<file path="config.mk">
export PLATFORM = sky130hd
export DESIGN_NAME = timer_time_base_upcount
export DESIGN_NICKNAME = d
export VERILOG_FILES = /design/src/shared/tb_timer_pkg.sv /design/src/verilog/prescale_divider.sv /design/src/verilog/pin_router.sv /design/src/verilog/timer_time_base_upcount.sv
export SDC_FILE = /design/constraint.sdc
export NUM_CORES = 1
export LEC_CHECK = 0
export ABC_AREA = 1
export BUFFER_PORTS_ARGS = -buffer_cell sky130_fd_sc_hd__buf_4
export CORE_MARGIN = 2
export CORE_UTILIZATION = 58
export CTS_BUF_LIST = sky130_fd_sc_hd__clkbuf_4
export DETAILED_ROUTE_END_ITERATION = 7
export PLACE_DENSITY = 0.91
export SLEW_MARGIN = 20
export SYNTH_ARGS = -nofsm -noshare
export SYNTH_HDL_FRONTEND = slang
export SYNTH_SLANG_ARGS = --single-unit
export TNS_END_PERCENT = 5
</file>
<file path="constraint.sdc">
create_clock -name ref_clk -period 3.75 [get_ports ref_clk]
set_input_delay 0.375 -clock ref_clk [delete_from_list [all_inputs] [get_ports ref_clk]]
set_output_delay 0.375 -clock ref_clk [all_outputs]
set_load 0.03 [all_outputs]
</file>
<file path="src/shared/tb_timer_pkg.sv">
// constants shared by the time-base unit files
package tb_timer_pkg;
    localparam int unsigned count_width = 16;
    localparam int unsigned exp_width = 4;
    localparam int unsigned channel_count = 4;
    localparam logic [15:0] reload_reset = 16'hffff;
    localparam logic [15:0] count_reset = 16'h0000;
    localparam logic [3:0] exp_reset = 4'h0;
    localparam logic [2:0] slave_mode_off = 3'h0;
    localparam logic [2:0] slave_mode_ext1 = 3'h7;
    localparam int unsigned enable_delay_cycles = 1;
endpackage : tb_timer_pkg

</file>
<file path="src/verilog/prescale_divider.sv">
// power-of-two prescaler with buffered exponent
`timescale 1ns/10ps
module prescale_divider
    import tb_timer_pkg::*;
#(
    parameter int unsigned width = count_width
) (
    input wire logic ref_clk,
    input wire logic nrst,
    input wire logic run,
    input wire logic restart,
    input wire logic load,
    input wire logic [exp_width-1:0] exponent_buf,
    output logic [exp_width-1:0] exponent_active,
    output logic tick
);
    logic [width-1:0] div_count;
    logic [width-1:0] mask;
    logic div_done;

    // ratio 2**exp: tick when all low exp bits of the divider are set
    assign mask = (width'(1) << exponent_active) - width'(1);
    assign div_done = (div_count & mask) == mask;
    assign tick = run && div_done;

    always_ff @(posedge ref_clk) begin
        if (!nrst) begin
            div_count <= '0;
            exponent_active <= exp_reset;
        end else begin
            if (load) begin
                exponent_active <= exponent_buf;
            end
            if (restart || load || tick) begin
                div_count <= '0;
            end else if (run) begin
                div_count <= div_count + width'(1);
            end
        end
    end
endmodule : prescale_divider

</file>
<file path="src/verilog/pin_router.sv">
// channel pin precedence and remap for one timer instance
`timescale 1ns/10ps
module pin_router
    import tb_timer_pkg::*;
#(
    parameter int unsigned channels = channel_count
) (
    input wire logic [channels-1:0] chan_is_output,
    input wire logic [channels-1:0] chan_enabled,
    input wire logic [channels-1:0] chan_level,
    input wire logic [channels-1:0] other_level,
    input wire logic [channels-1:0] channel_remap_select,
    output logic [channels-1:0] port_a_level,
    output logic [channels-1:0] port_a_own,
    output logic [channels-1:0] port_b_level,
    output logic [channels-1:0] port_b_own
);
    genvar g;
    generate
        for (g = 0; g < channels; g++) begin : route
            wire logic drive = chan_is_output[g] && chan_enabled[g];
            wire logic to_b = channel_remap_select[g];
            // timer wins the pin only while configured as output and enabled
            assign port_a_own[g] = drive && !to_b;
            assign port_b_own[g] = drive && to_b;
            assign port_a_level[g] = port_a_own[g] ? chan_level[g] : other_level[g];
            assign port_b_level[g] = port_b_own[g] ? chan_level[g] : other_level[g];
        end
    endgenerate
endmodule : pin_router

</file>
<file path="src/verilog/timer_time_base_upcount.sv">
// up-counting time-base unit of a general-purpose timer
`timescale 1ns/10ps
module timer_time_base_upcount
    import tb_timer_pkg::*;
#(
    parameter int unsigned width = count_width,
    parameter int unsigned channels = channel_count,
    parameter bit is_second_timer = 1'b1
) (
    input wire logic ref_clk,
    input wire logic nrst,
    input wire logic counter_enable_bit,
    input wire logic update_disable,
    input wire logic update_request_source,
    input wire logic reload_buffer_enable,
    input wire logic update_generate,
    input wire logic slave_update_request,
    input wire logic [2:0] slave_mode_select,
    input wire logic debug_halt,
    input wire logic count_write,
    input wire logic [width-1:0] count_wdata,
    input wire logic reload_write,
    input wire logic [width-1:0] reload_wdata,
    input wire logic prescale_write,
    input wire logic [exp_width-1:0] prescale_wdata,
    input wire logic flag_clear,
    input wire logic update_interrupt_enable,
    input wire logic ext_clock_pin,
    input wire logic clock_mask_pin,
    input wire logic clock_mask_enable,
    input wire logic [channels-1:0] chan_is_output,
    input wire logic [channels-1:0] chan_enabled,
    input wire logic [channels-1:0] chan_level,
    input wire logic [channels-1:0] other_level,
    input wire logic [channels-1:0] channel_remap_select,
    output logic [width-1:0] count_reg,
    output logic [width-1:0] reload_value_reg,
    output logic [width-1:0] reload_active,
    output logic [exp_width-1:0] prescale_reg,
    output logic [exp_width-1:0] prescale_exponent,
    output logic count_active,
    output logic overflow_pulse,
    output logic update_event,
    output logic update_interrupt_flag,
    output logic update_irq,
    output logic update_generate_readback,
    output logic [channels-1:0] port_a_level,
    output logic [channels-1:0] port_a_own,
    output logic [channels-1:0] port_b_level,
    output logic [channels-1:0] port_b_own
);
    ////////////////////////////////////////////////////////////////////////////
    // external clock inputs: synchronised, used only in external clock mode
    logic ext_clk_s1;
    logic ext_clk_s2;
    logic ext_clk_s3;
    logic mask_s1;
    logic mask_s2;
    wire logic ext_mode = slave_mode_select == slave_mode_ext1;
    wire logic int_mode = slave_mode_select == slave_mode_off;
    wire logic gated_ext = ext_clk_s2 && (!clock_mask_enable || mask_s2);
    wire logic ext_edge = ext_mode && gated_ext && !ext_clk_s3;

    always_ff @(posedge ref_clk) begin
        if (!nrst) begin
            ext_clk_s1 <= 1'b0;
            ext_clk_s2 <= 1'b0;
            ext_clk_s3 <= 1'b0;
            mask_s1 <= 1'b0;
            mask_s2 <= 1'b0;
        end else begin
            ext_clk_s1 <= ext_clock_pin;
            ext_clk_s2 <= ext_clk_s1;
            ext_clk_s3 <= gated_ext;
            mask_s1 <= clock_mask_pin;
            mask_s2 <= mask_s1;
        end
    end

    ////////////////////////////////////////////////////////////////////////////
    // counter enable and prescaler
    logic tick;
    // internal clock feeds the prescaler every cycle in internal mode while count_active is set
    wire logic presc_run = count_active && (int_mode || ext_edge);
    // debug_halt is deliberately unused by the counting path
    wire logic unused_debug = debug_halt;

    always_ff @(posedge ref_clk) begin
        if (!nrst) begin
            count_active <= 1'b0;
        end else begin
            count_active <= counter_enable_bit;
        end
    end

    ////////////////////////////////////////////////////////////////////////////
    // update event sources
    wire logic at_top = count_reg >= reload_active;
    wire logic overflow = tick && at_top;
    wire logic sw_update = update_generate || slave_update_request;
    wire logic next_update = !update_disable && (overflow || sw_update);
    wire logic flag_set = next_update && !(update_request_source && sw_update && !overflow);

    prescale_divider #(
        .width(width)
    ) u_prescale (
        .ref_clk(ref_clk),
        .nrst(nrst),
        .run(presc_run),
        .restart(sw_update && !update_disable),
        .load(next_update),
        .exponent_buf(prescale_reg),
        .exponent_active(prescale_exponent),
        .tick(tick)
    );

    ////////////////////////////////////////////////////////////////////////////
    // counter and buffered registers
    always_ff @(posedge ref_clk) begin
        if (!nrst) begin
            count_reg <= count_reset;
            reload_value_reg <= reload_reset;
            reload_active <= reload_reset;
            prescale_reg <= exp_reset;
        end else begin
            if (reload_write) begin
                reload_value_reg <= reload_wdata;
            end
            if (prescale_write) begin
                prescale_reg <= prescale_wdata;
            end
            if (!reload_buffer_enable) begin
                reload_active <= reload_write ? reload_wdata : reload_value_reg;
            end else if (next_update) begin
                reload_active <= reload_value_reg;
            end
            if (count_write) begin
                count_reg <= count_wdata;
            end else if (sw_update && !update_disable) begin
                count_reg <= count_reset;
            end else if (overflow) begin
                count_reg <= count_reset;
            end else if (tick) begin
                count_reg <= count_reg + width'(1);
            end
        end
    end

    ////////////////////////////////////////////////////////////////////////////
    // event strobes and sticky flag
    always_ff @(posedge ref_clk) begin
        if (!nrst) begin
            update_event <= 1'b0;
            overflow_pulse <= 1'b0;
            update_interrupt_flag <= 1'b0;
        end else begin
            update_event <= next_update;
            overflow_pulse <= overflow;
            // set wins over a clear arriving in the same cycle
            if (flag_set) begin
                update_interrupt_flag <= 1'b1;
            end else if (flag_clear) begin
                update_interrupt_flag <= 1'b0;
            end
        end
    end

    assign update_irq = update_interrupt_flag && update_interrupt_enable;
    // the generate strobe is never stored, so it always reads as zero
    assign update_generate_readback = 1'b0;

    ////////////////////////////////////////////////////////////////////////////
    // pins; first timer has fixed pins so remap is held at zero
    wire logic [channels-1:0] remap_eff = is_second_timer ? channel_remap_select : '0;

    pin_router #(
        .channels(channels)
    ) u_pins (
        .chan_is_output(chan_is_output),
        .chan_enabled(chan_enabled),
        .chan_level(chan_level),
        .other_level(other_level),
        .channel_remap_select(remap_eff),
        .port_a_level(port_a_level),
        .port_a_own(port_a_own),
        .port_b_level(port_b_level),
        .port_b_own(port_b_own)
    );

    ////////////////////////////////////////////////////////////////////////////
    // checks
    enable_delay_a: assert property (@(posedge ref_clk) disable iff (!nrst)
        $rose(counter_enable_bit) |=> count_active) else $error("count active late");
    no_update_disabled_a: assert property (@(posedge ref_clk) disable iff (!nrst)
        update_disable |=> !update_event) else $error("update while disabled");
    wrap_zero_a: assert property (@(posedge ref_clk) disable iff (!nrst)
        overflow && !count_write && !sw_update |=> count_reg == 16'h0000) else $error("no wrap");
    overflow_update_a: assert property (@(posedge ref_clk) disable iff (!nrst)
        overflow && !update_disable |=> update_event) else $error("overflow lost update");
    urs_flag_a: assert property (@(posedge ref_clk) disable iff (!nrst)
        update_request_source && update_generate && !overflow && !update_interrupt_flag && !update_disable
        |=> !update_interrupt_flag) else $error("flag set by sw update");
    flag_sticky_a: assert property (@(posedge ref_clk) disable iff (!nrst)
        update_interrupt_flag && !flag_clear |=> update_interrupt_flag) else $error("flag dropped");
    prescale_load_a: assert property (@(posedge ref_clk) disable iff (!nrst)
        !next_update |=> prescale_exponent == $past(prescale_exponent)) else $error("ratio changed");
    reload_buffered_a: assert property (@(posedge ref_clk) disable iff (!nrst)
        reload_buffer_enable && !next_update |=> $stable(reload_active)) else $error("reload moved");
    sw_restart_a: assert property (@(posedge ref_clk) disable iff (!nrst)
        update_generate && !update_disable && !count_write |=> count_reg == 16'h0000) else $error("no restart");
    pin_own_a: assert property (@(posedge ref_clk) disable iff (!nrst)
        (port_a_own | port_b_own) == (chan_is_output & chan_enabled)) else $error("pin ownership");
endmodule : timer_time_base_upcount

</file>
==> results of run 1 <==
## worst min-delay path, delay by kind of cell
| family | cells | cell delay (ps) |
|---|---|---|
| buffers and inverters | 2 | 110 |
| AND/OR/NAND/NOR | 1 | 40 |
## metal layers
metal	up-vias	GRT usage, %	wire [um]
li1	2669	-	-
met1	2447	34.4	5610
met2	256	48.3	6790
met3	26	5.49	1040
met4	0	10.5	248
met5	-	0	0
## metrics by stage
step	utilization (%)	worst slack (ps)	power [mW]	instance area [sq um]
2_1_floorplan	-	1520	1.35	5000
3_3_place_gp	73.4	1030	1.54	6090
3_5_place_dp	73.4	984	1.56	6090
4_1_cts	76.0	940	2.28	6300
5_1_grt	76.0	646	2.39	6300
6_report	76.0	925	2.29	6300
## worst max-delay path by stage
stage,from,end,slack (ps),cells after the start
6_report,u_prescale.exponent_active[3],u_prescale.exponent_active[0],920,14
3_3_place_gp,u_prescale.exponent_active[3],u_prescale.exponent_active[0],1030,14
5_1_grt,u_prescale.exponent_active[3],u_prescale.exponent_active[0],650,14
3_5_place_dp,u_prescale.exponent_active[3],u_prescale.exponent_active[2],980,14
2_1_floorplan,u_prescale.exponent_active[2],u_prescale.div_count[14],1520,14
4_1_cts,u_prescale.exponent_active[3],u_prescale.exponent_active[0],940,14
## logic make-up after synthesis
kind of cell,count (synthesis),share of synthesized area (%)
DFF,80,32.0
other,1,0.0750
AOI/OAI and AO/OA,80,8.43
xor gates and xnor gates,23,4.03
muxes,1,0.200
adders and majority gates,19,4.75
and+or+nand+nor,407,38.2
buffers and inverters,146,12.3
## cell type report
cell class,count,area [sq um]
timing repair buffer,152,1140
fill,642,1990
multi-input combinational,531,2790
sequential,80,1600
clock inverter,6,140
inverter,114,430
tap,105,131
clock buffer,10,75.1
## report_power, final
group          switching (mW)  internal (mW)  leakage (nW)
clock                   0.323          0.418         0.113
combinational           0.354          0.228          2.58
sequential             0.0656          0.901         0.661
total                   0.743           1.55          3.36
## cells in the mapped netlist (all sizes together) (3+ instances only)
cell type and instances:
a21oi 49, buf 13, clkbuf 19, dfxtp 80, ha 19, inv 113, nand2 183, nand3 74
nand3b 23, nand4 24, nor2 96, nor3 5, o21ai 27, xnor2 3, xor2 20
## cell usage in the layout (no fill, tap or decap), types with 19 or more instances in the layout
master,synthesis,final
xor2_1,20,20
dfxtp_1,80,80
nand3_1,72,72
buf_4,2,152
nand2_1,176,176
inv_1,108,108
ha_1,19,19
a21oi_1,48,48
nor2_1,88,88
nand3b_1,23,23
nand4_1,22,22
==> summary.txt, run 1 <==
Floorplan
  • Std cell rows: 33
  • Die Wd: 96.8 um
  • Chip Height: 96.8 um
  • Initial Utilization: 60.2%
  • I/O pins: around 150
  • Core Region: 8300 sq um
  • Die area: 9380 sq um

Global routing
  • Number of global-route vias before repair: 4891
  • First-pass GRT wire length: 22300 um
  • Total GRT Usage: 28.0%
  • Initial antenna violation count: 0
  • Grt total ovfl: 0
  • Largest net degree at the start of global routing: 52

Clock tree
  • Hold buffer count at cts: 0
  • Clock Latency Late Sink: 450 ps
  • Cts bufs inserted: 9
  • Root buffer cell: clkbuf_4
  • Post_cts resized: 0
  • Clock-pin slew on the worst setup and hold paths: 130 ps
  • Sink Count: 80
  • CTS tree: yes
  • Max clock buf depth: 2
  • H-Tree Depth: 3
  • Setup Buffers After CTS: 0

STA
  • Final setup vio count: 0
  • Final Hold Vio Count: 0
  • Fin crit period: 2830 ps
  • Unrepaired setup endpoints after global routing: no
  • Final worst path period share: approximately 75%
  • Fin Hold WS: 112 ps
  • Worst-Margin Slew: roughly 760 ps
  • Max-slew violations: 0
  • Clk_skew: approximately 23 ps
  • Maximum clock frequency: between 300 and 400 MHz
  • Max-slew headroom: 49.2%
  • TNS Setup: 0 ps

Layout
  • Final nets: 983
  • Final non-filler cell total: 998
  • Diode count: 0
  • Layout cell share with drive strength beyond 1: 21.7%
  • Area Overhead vs Synth: 26.1%

Critical path
  • CP max stage delay: around 660 ps
  • R2R setup slack: 920 ps
  • Number of buffers and inverters on the critical path: 0
  • Reg2Reg Capture Point: u_prescale.exponent_active[0]
  • Crit. End Element: flop
  • Critical Path RT: 4090 ps
  • CP arrival: ~3200 ps
  • R2R Path Start: u_prescale.exponent_active[3]
  • Slowest stage cell, crit path: dfxtp_1
  • CP Launch Type: flop
  • Crit Path Max Fanout: 21
  • CP Cell Sequence: nor2_8, nand3_1, ha_1, nand3_1, nand2_1, nor2_1, nor2_1, nand2_2, nor2_8, nand3_4, nand2_2, nand2_1, nand3_1, nand2_1
  • CP Class: reg -> reg
  • Critical path's top delay family: simple AND/OR/NAND/NOR gates
  • R2R cell count: 14

Yosys
  • Mapped cell area: ~5000 sq um
  • Post-Synthesis Cells: ~760
  • Area contributors post-synth: dfxtp_1 32%, nand2_1 13%, inv_1 8.1%
  • Syn. warnings: 0
  • Synthesized area per cell: approximately 6.6 sq um
  • Post-synthesis cell type count: 39
  • Main flop type after synthesis: dfxtp_1
  • Synthesized flop and latch total: 80
  • Number of synthesized flops with an enable pin: 0
  • Synthesized Nets: 852
  • Sequential element share of the synthesized area: 32.0%
  • Largest area contributor in the netlist: dfxtp_1
  • FFs w/ async S/R, synth: 0%
  • Share of the synthesized area in the top cell type: 32.0%

Pwr
  • Max VDD drop: 294 uV
  • Lkg Pwr: roughly 3.4 nW
  • Pwr/cell area: between 300 and 400 nW/um^2

Flow run
  • MaxCap Viol Count: 0

Place
  • Placed cells: 982
  • Port bufs: 151
  • DP HPWL: 10100 um
  • GP Congestion: 0.908

Hold path
  • Worst hold stages: 3
  • Hold-critical path endpoint: count_active
  • Hold_sp: counter_enable_bit
  • HP Class: in -> reg

Detailed routing
  • Starting DRT DRC Count: approximately 280
  • DR WL/cell: between 10 and 15 um
  • DR DRC count: 0
  • Routed Antenna Nets: 0
  • Initial DRT Pass Iterations: 6
  • Via/cell ratio: 5.41
  • Vias: 5398
  • DRT Wirelength: 13700 um

Outcome
  • Status: finished clean
(Power assumes the default switching activity.)
==> run 2, diff against run 1 <==
ABC_AREA = 0   (was 1)
CORE_UTILIZATION = 47   (was 58)
PLACE_DENSITY = 0.81   (was 0.91)
clock period = 2.4 ns   (was 3.75 ns; I/O delays follow)
==> summary.txt, run 2 <==
STA
  • Unrepaired setup endpoints after global routing: yes (was no)
  • Setup ws final: -662 ps (was 925 ps)
  • Clk_skew: 23.8 ps (was 22.7 ps)
  • Final worst path period share: 128% (was 75.3%)
  • Fin crit period: 3060 ps (was 2830 ps)
  • Final Hold Vio Count: 0 (unchanged)
  • Max-slew violations: 0 (unchanged)
  • Max-slew headroom: 55.2% (was 49.2%)
  • TNS Setup: -30000 ps (was 0 ps)
  • Maximum clock frequency: 327 MHz (was 354 MHz)
  • Worst-Margin Slew: 665 ps (was 761 ps)
  • Final setup vio count: 54 (was 0)
  • Fin Hold WS: 10.6 ps (was 112 ps)

Place
  • Port bufs: 151 (unchanged)
  • DP Area: 6230 sq um (was 6090 sq um)
  • GP Congestion: 0.863 (was 0.908)
  • DP HPWL: 10500 um (was 10100 um)
  • Placed cells: 849 (was 982)

Yosys
  • Number of synthesized flops with an enable pin: 0 (unchanged)
  • Synthesized flop and latch total: 80 (unchanged)
  • Mapped cell area: 4500 sq um (was 5000 sq um)
  • Post-Synthesis Cells: 532 (was 757)
  • Syn. warnings: 0 (unchanged)
  • Synthesized area per cell: 8.46 sq um (was 6.60 sq um)
  • Share of the synthesized area in the top cell type: 35.6% (was 32.0%)
  • Area contributors post-synth: dfxtp_1 36%, nand2_1 5.6%, ha_1 5.3% (was dfxtp_1 32%, nand2_1 13%, inv_1 8.1%)
  • Sequential element share of the synthesized area: 35.6% (was 32.0%)
  • Post-synthesis cell type count: 61 (was 39)
  • Most common cell in the netlist: dfxtp_1 (was nand2_1)
  • FFs w/ async S/R, synth: 0% (unchanged)
  • Commonest cells in the netlist: 80 x dfxtp_1, 67 x nand2_1, 38 x nor2_1 (was 176 x nand2_1, 108 x inv_1, 88 x nor2_1)
  • Main flop type after synthesis: dfxtp_1 (unchanged)
  • Largest area contributor in the netlist: dfxtp_1 (unchanged)
  • Synthesized Nets: 627 (was 852)

Critical path
  • Reg2Reg Capture Point: reload_active[14] (was u_prescale.exponent_active[0])
  • R2R cell count: 10 (was 14)
  • CP Launch Type: flop (unchanged)
  • CP Class: reg -> reg (unchanged)
  • R2R setup slack: -660 ps (was 920 ps)
  • CP arrival: 3380 ps (was 3160 ps)
  • R2R Path Start: u_prescale.exponent_active[2] (was u_prescale.exponent_active[3])
  • Crit. End Element: flop (unchanged)
  • Critical Path RT: 2720 ps (was 4090 ps)
  • Crit Path Max Fanout: 11 (was 21)

Layout
  • Core Util, Final: 69.5% (was 76.0%)
  • Layout cell share with drive strength beyond 1: 37.5% (was 21.7%)
  • Commonest non-fill, non-tap cells in the layout: 217 x buf_4, 78 x dfxtp_1, 66 x nand2_1 (was 176 x nand2_1, 152 x buf_4, 108 x inv_1)
  • Post-route cell area: 6460 sq um (was 6300 sq um)
  • Most common cell after layout, fill and taps aside: buf_4 (was nand2_1)
  • Final non-filler cell total: 871 (was 998)
  • Final nets: 832 (was 983)
  • Area Overhead vs Synth: 43.5% (was 26.1%)
  • Diode count: 0 (unchanged)

Global routing
  • Total GRT Usage: 25.9% (was 28.0%)
  • Initial antenna violation count: 0 (unchanged)
  • Number of global-route vias before repair: 4547 (was 4891)
  • Grt total ovfl: 0 (unchanged)
  • Largest net degree at the start of global routing: 40 (was 52)
  • First-pass GRT wire length: 21500 um (was 22300 um)

Clock tree
  • H-Tree Depth: 3 (unchanged)
  • Root buffer cell: clkbuf_4 (unchanged)
  • CTS tree: yes (unchanged)
  • Cts bufs inserted: 9 (unchanged)
  • Clock-pin slew on the worst setup and hold paths: 130 ps (about the same)
  • Clock Latency Late Sink: 450 ps (about the same)
  • Sink Count: 80 (unchanged)
  • Max clock buf depth: 2 (unchanged)

Floorplan
  • I/O pins: 154 (unchanged)
  • Initial Utilization: 48.5% (was 60.2%)
  • Chip Height: 102 um (was 96.8 um)
  • Die area: 10400 sq um (was 9380 sq um)
  • Die Wd: 102 um (was 96.8 um)
  • Core Region: 9280 sq um (was 8300 sq um)
  • Std cell rows: 35 (was 33)

Detailed routing
  • Initial DRT Pass Iterations: 5 (was 6)
  • Vias: 4833 (was 5398)
  • Via/cell ratio: 5.55 (was 5.41)
  • DR DRC count: 0 (unchanged)
  • DRT Wirelength: 13900 um (was 13700 um)
  • Routed Antenna Nets: 0 (unchanged)
  • Starting DRT DRC Count: 307 (was 284)
  • DR WL/cell: 16.0 um (was 13.7 um)

Hold path
  • Hold-critical path endpoint: reload_value_reg[9] (was count_active)
  • HP Class: in -> reg (unchanged)
  • Hold_sp: reload_wdata[9] (was counter_enable_bit)
  • Worst hold stages: 3 (unchanged)

Outcome
  • Status: complete, but fails checks (was finished clean)
  • Failing checks: setup timing

Pwr
  • Pwr/cell area: 500 nW/um^2 (was 363 nW/um^2)
  • Max VDD drop: 333 uV (was 294 uV)
  • Lkg Pwr: 3.03 nW (was 3.36 nW)

Flow run
  • MaxCap Viol Count: 0 (unchanged)
[run 2: layout make-up]
class	count	area [sq um]
repair buffers	226	1760
inverters	26	97.6
flip-flops and latches	80	1610
multi-input cells	394	2690
clock inverters	5	56.3
clock buffers	11	82.6
fillers	753	2830
well taps	129	161
[run 2: timing repair]
item,in CTS,in global routing
hold buffers,0,3
pin swaps,25,9
hold endpoints to repair,0,3
endpoints found under the setup margin,54,54
resized for setup,11,9
setup buffers,2,1
[run 2: kinds of logic after synthesis]
logic type,synth area share [%]
adders and majority gates,5.28
buffers and inverters,5.62
and+or+nand+nor,19.9
DFF,35.6
xor gates and xnor gates,3.31
AOI/OAI and AO/OA,23.4
muxes,6.89
other,0.0833
[run 2: stage by stage]
stage	power (mW)	setup slack [ps]
after global placement	2.35	-629
after detailed placement	2.38	-836
final	3.23	-662
after floorplan	1.98	-881
after CTS	3.20	-625
after global routing	3.35	-752
[run 2: how the worst max path moves through the flow]
stage | from | to | slack [ps] | cells past startpoint
floorplan | u_prescale.exponent_active[2] | reload_active[10] | -880 | 12
global placement | u_prescale.exponent_active[2] | reload_active[15] | -630 | 9
detailed placement | u_prescale.exponent_active[2] | reload_active[14] | -840 | 10
CTS | u_prescale.exponent_active[2] | reload_active[4] | -620 | 10
global route | u_prescale.exponent_active[2] | u_prescale.exponent_active[0] | -750 | 11
finish | u_prescale.exponent_active[2] | reload_active[14] | -660 | 10
[run 2: power by group]
group | switching, mW | total [mW] | internal, mW
Clock | 0.500 | 0.841 | 0.341
Sequential | 0.0483 | 1.44 | 1.40
Combinational | 0.512 | 0.940 | 0.428
Total | 1.06 | 3.23 | 2.16
[run 2: metal layers]
metal	vias up	track usage, %	routed length [um]
li1	2323	-	-
met2	242	44.6	6630
met1	2240	32.7	5910
met5	-	0	0
met4	0	7.49	265
met3	28	5.95	1130
[run 2: worst max-delay path, stage by stage (launching register included)]
cell and delay [ps]:
dfxtp_4 360, or4_4 530, ha_4 200, nor2b_1 140, a2111oi_2 230, o22ai_1 130
or4b_4 600, o21a_4 260, buf_12 150, o211ai_1 210, o211ai_2 110
==> run 3, diff against run 2 <==
SKIP_CTS_REPAIR_TIMING = 1   (was not set)
==> summary.txt, run 3 (same netlist as run 2, synthesis figures left out) <==
STA
  • Worst-Margin Slew: 663 ps (was 665 ps)
  • Maximum clock frequency: 328 MHz (was 327 MHz)
  • Max-slew headroom: 55.4% (was 55.2%)
  • Final worst path period share: 127% (was 128%)
  • Final Hold Vio Count: 0 (unchanged)
  • Max-slew violations: 0 (unchanged)
  • Fin crit period: 3050 ps (was 3060 ps)
  • Unrepaired setup endpoints after global routing: yes (unchanged)
  • Fin Hold WS: 33.0 ps (was 10.6 ps)
  • Setup ws final: -646 ps (was -662 ps)
  • Final setup vio count: 54 (unchanged)
  • Clk_skew: 16.2 ps (was 23.8 ps)

Critical path
  • Critical Path RT: 2740 ps (was 2720 ps)
  • Crit. End Element: flop (unchanged)
  • CP Class: reg -> reg (unchanged)
  • R2R setup slack: -650 ps (was -660 ps)
  • Crit Path Max Fanout: 6 (was 11)
  • R2R Path Start: u_prescale.exponent_active[0] (was u_prescale.exponent_active[2])
  • Reg2Reg Capture Point: count_reg[15] (was reload_active[14])
  • Worst Setup SP: u_prescale.exponent_active[0] (was u_prescale.exponent_active[2])
  • R2R cell count: 11 (was 10)
  • CP arrival: 3380 ps (about the same)
  • CP Launch Type: flop (unchanged)

Detailed routing
  • Initial DRT Pass Iterations: 5 (unchanged)
  • Vias: 4869 (was 4833)
  • DRT Wirelength: 13800 um (was 13900 um)
  • DR WL/cell: 15.8 um (was 16.0 um)
  • Via/cell ratio: 5.58 (was 5.55)
  • Starting DRT DRC Count: 316 (was 307)
  • Routed Antenna Nets: 0 (unchanged)
  • DR DRC count: 0 (unchanged)

Clock tree
  • Sink Count: 80 (unchanged)
  • Max clock buf depth: 2 (unchanged)
  • Clock Latency Late Sink: 430 ps (was 450 ps)
  • Cts bufs inserted: 9 (unchanged)
  • Root buffer cell: clkbuf_4 (unchanged)
  • H-Tree Depth: 3 (unchanged)
  • Clock-pin slew on the worst setup and hold paths: 130 ps (about the same)
  • CTS tree: yes (unchanged)

Place
  • DP HPWL: 10500 um (unchanged)
  • Port bufs: 151 (unchanged)
  • Placed cells: 849 (unchanged)
  • GP Congestion: 0.863 (unchanged)
  • Setup WS pre-CTS: -836 ps (unchanged)

Floorplan
  • Die Wd: 102 um (unchanged)
  • Initial Utilization: 48.5% (unchanged)
  • I/O pins: 154 (unchanged)
  • Chip Height: 102 um (unchanged)
  • Std cell rows: 35 (unchanged)
  • Core Region: 9280 sq um (unchanged)
  • Die area: 10400 sq um (unchanged)

Layout
  • Final nets: 833 (was 832)
  • Area Overhead vs Synth: 43.4% (was 43.5%)
  • Layout cell share with drive strength beyond 1: 37.4% (was 37.5%)
  • Area of the multi-input gates: 2700 sq um (was 2690 sq um)
  • Diode count: 0 (unchanged)
  • Most common cell after layout, fill and taps aside: buf_4 (unchanged)
  • Register area: 1610 sq um (about the same)
  • Final non-filler cell total: 872 (was 871)
  • Commonest non-fill, non-tap cells in the layout: 218 x buf_4, 77 x dfxtp_1, 67 x nand2_1 (was 217 x buf_4, 78 x dfxtp_1, 66 x nand2_1)
  • Filler instances: 758 (was 753)

Global routing
  • First-pass GRT wire length: 21200 um (was 21500 um)
  • Largest net degree at the start of global routing: 40 (unchanged)
  • Grt total ovfl: 0 (unchanged)
  • Total GRT Usage: 25.7% (was 25.9%)
  • Initial antenna violation count: 0 (unchanged)
  • Number of global-route vias before repair: 4479 (was 4547)

Pwr
  • Switching share of power: 32.5% (was 32.9%)
  • P_sw: 1.04 mW (was 1.06 mW)
  • Lkg Pwr: 3.03 nW (about the same)
  • Int Pwr: 2.16 mW (about the same)
  • Max VDD drop: 331 uV (was 333 uV)
  • Combinational Power Share: 29.1% (was 29.2%)
  • Clock Power Share: 25.8% (was 26.1%)
  • Pwr/cell area: 496 nW/um^2 (was 500 nW/um^2)
  • Sequential Power Share: 45.1% (was 44.8%)

Hold path
  • HP Class: in -> reg (unchanged)
  • Hold_sp: reload_wdata[9] (unchanged)
  • Worst hold stages: 3 (unchanged)
  • Hold-critical path endpoint: reload_value_reg[9] (unchanged)

Flow run
  • MaxCap Viol Count: 0 (unchanged)

Outcome
  • Failing checks: setup timing (unchanged)
  • Status: complete, but fails checks (unchanged)
## run 3: cell count changes in the layout (fill, tap and decap cells not counted), moves of 2 or more
| cell | previous run | this run |
|---|---|---|
| o21ai_0 | 19 | 27 |
| o21ai_1 | 9 | 2 |
| a21oi_1 | 28 | 30 |
| a21oi_2 | 2 | 0 |
| buf_12 | 4 | 2 |
| buf_6 | 2 | 4 |
## run 3: layout make-up
type	instances	area share (%)
Clock inverter	5	0.872
Inverter	26	1.51
Timing Repair Buffer	227	27.1
Clock buffer	11	1.28
Multi-Input combinational cell	394	41.8
Tap cell	129	2.50
Sequential cell	80	24.9
## run 3: metrics by stage
| step | utilization, % | setup TNS, ps | power (mW) | instance area [sq um] |
|---|---|---|---|---|
| finish | 69.5 | -26580 | 3.20 | 6450 |
| floorplan | - | -43480 | 1.98 | 4530 |
| global placement | 67.1 | -28530 | 2.35 | 6230 |
| detailed placement | 67.1 | -38610 | 2.38 | 6230 |
| CTS | 68.6 | -40310 | 3.19 | 6360 |
| global route | 69.5 | -32400 | 3.35 | 6450 |
## run 3: how the worst max path moves through the flow
stage               slack [ps]                             to  cells past startpoint
floorplan                 -880              reload_active[10]                     12
global placement          -630              reload_active[15]                      9
detailed placement        -840              reload_active[14]                     10
CTS                       -870              reload_active[14]                     10
global route              -750  u_prescale.exponent_active[0]                     10
finish                    -650                  count_reg[15]                     11
## run 3: critical path, cell delays in order, from the launching register on
cell	delay [ps]
dfxtp_2	340
or4_4	550
ha_4	200
and2_1	150
o211ai_1	170
o2111ai_1	140
or4b_4	590
a211oi_4	330
buf_6	170
buf_4	100
o31ai_1	70
o2111a_1	150
## run 3: routing by layer
metal,vias up,part of all wire (%),GRT usage [%]
li1,2325,-,-
met1,2281,43,32.8
met4,0,2.2,7.49
met2,228,48,43.7
met5,-,0,0
met3,35,7.6,5.88
## run 3: power by group through the flow
| stage | Sequential (mW) | Clock (mW) | Combinational [mW] |
|---|---|---|---|
| 6_report | 1.44 | 0.826 | 0.933 |
| 4_1_cts | 1.44 | 0.831 | 0.917 |
| 2_1_floorplan | 1.61 | 0 | 0.370 |
| 3_5_place_dp | 1.47 | 0 | 0.912 |
| 5_1_grt | 1.45 | 0.898 | 1.00 |
| 3_3_place_gp | 1.47 | 0 | 0.882 |
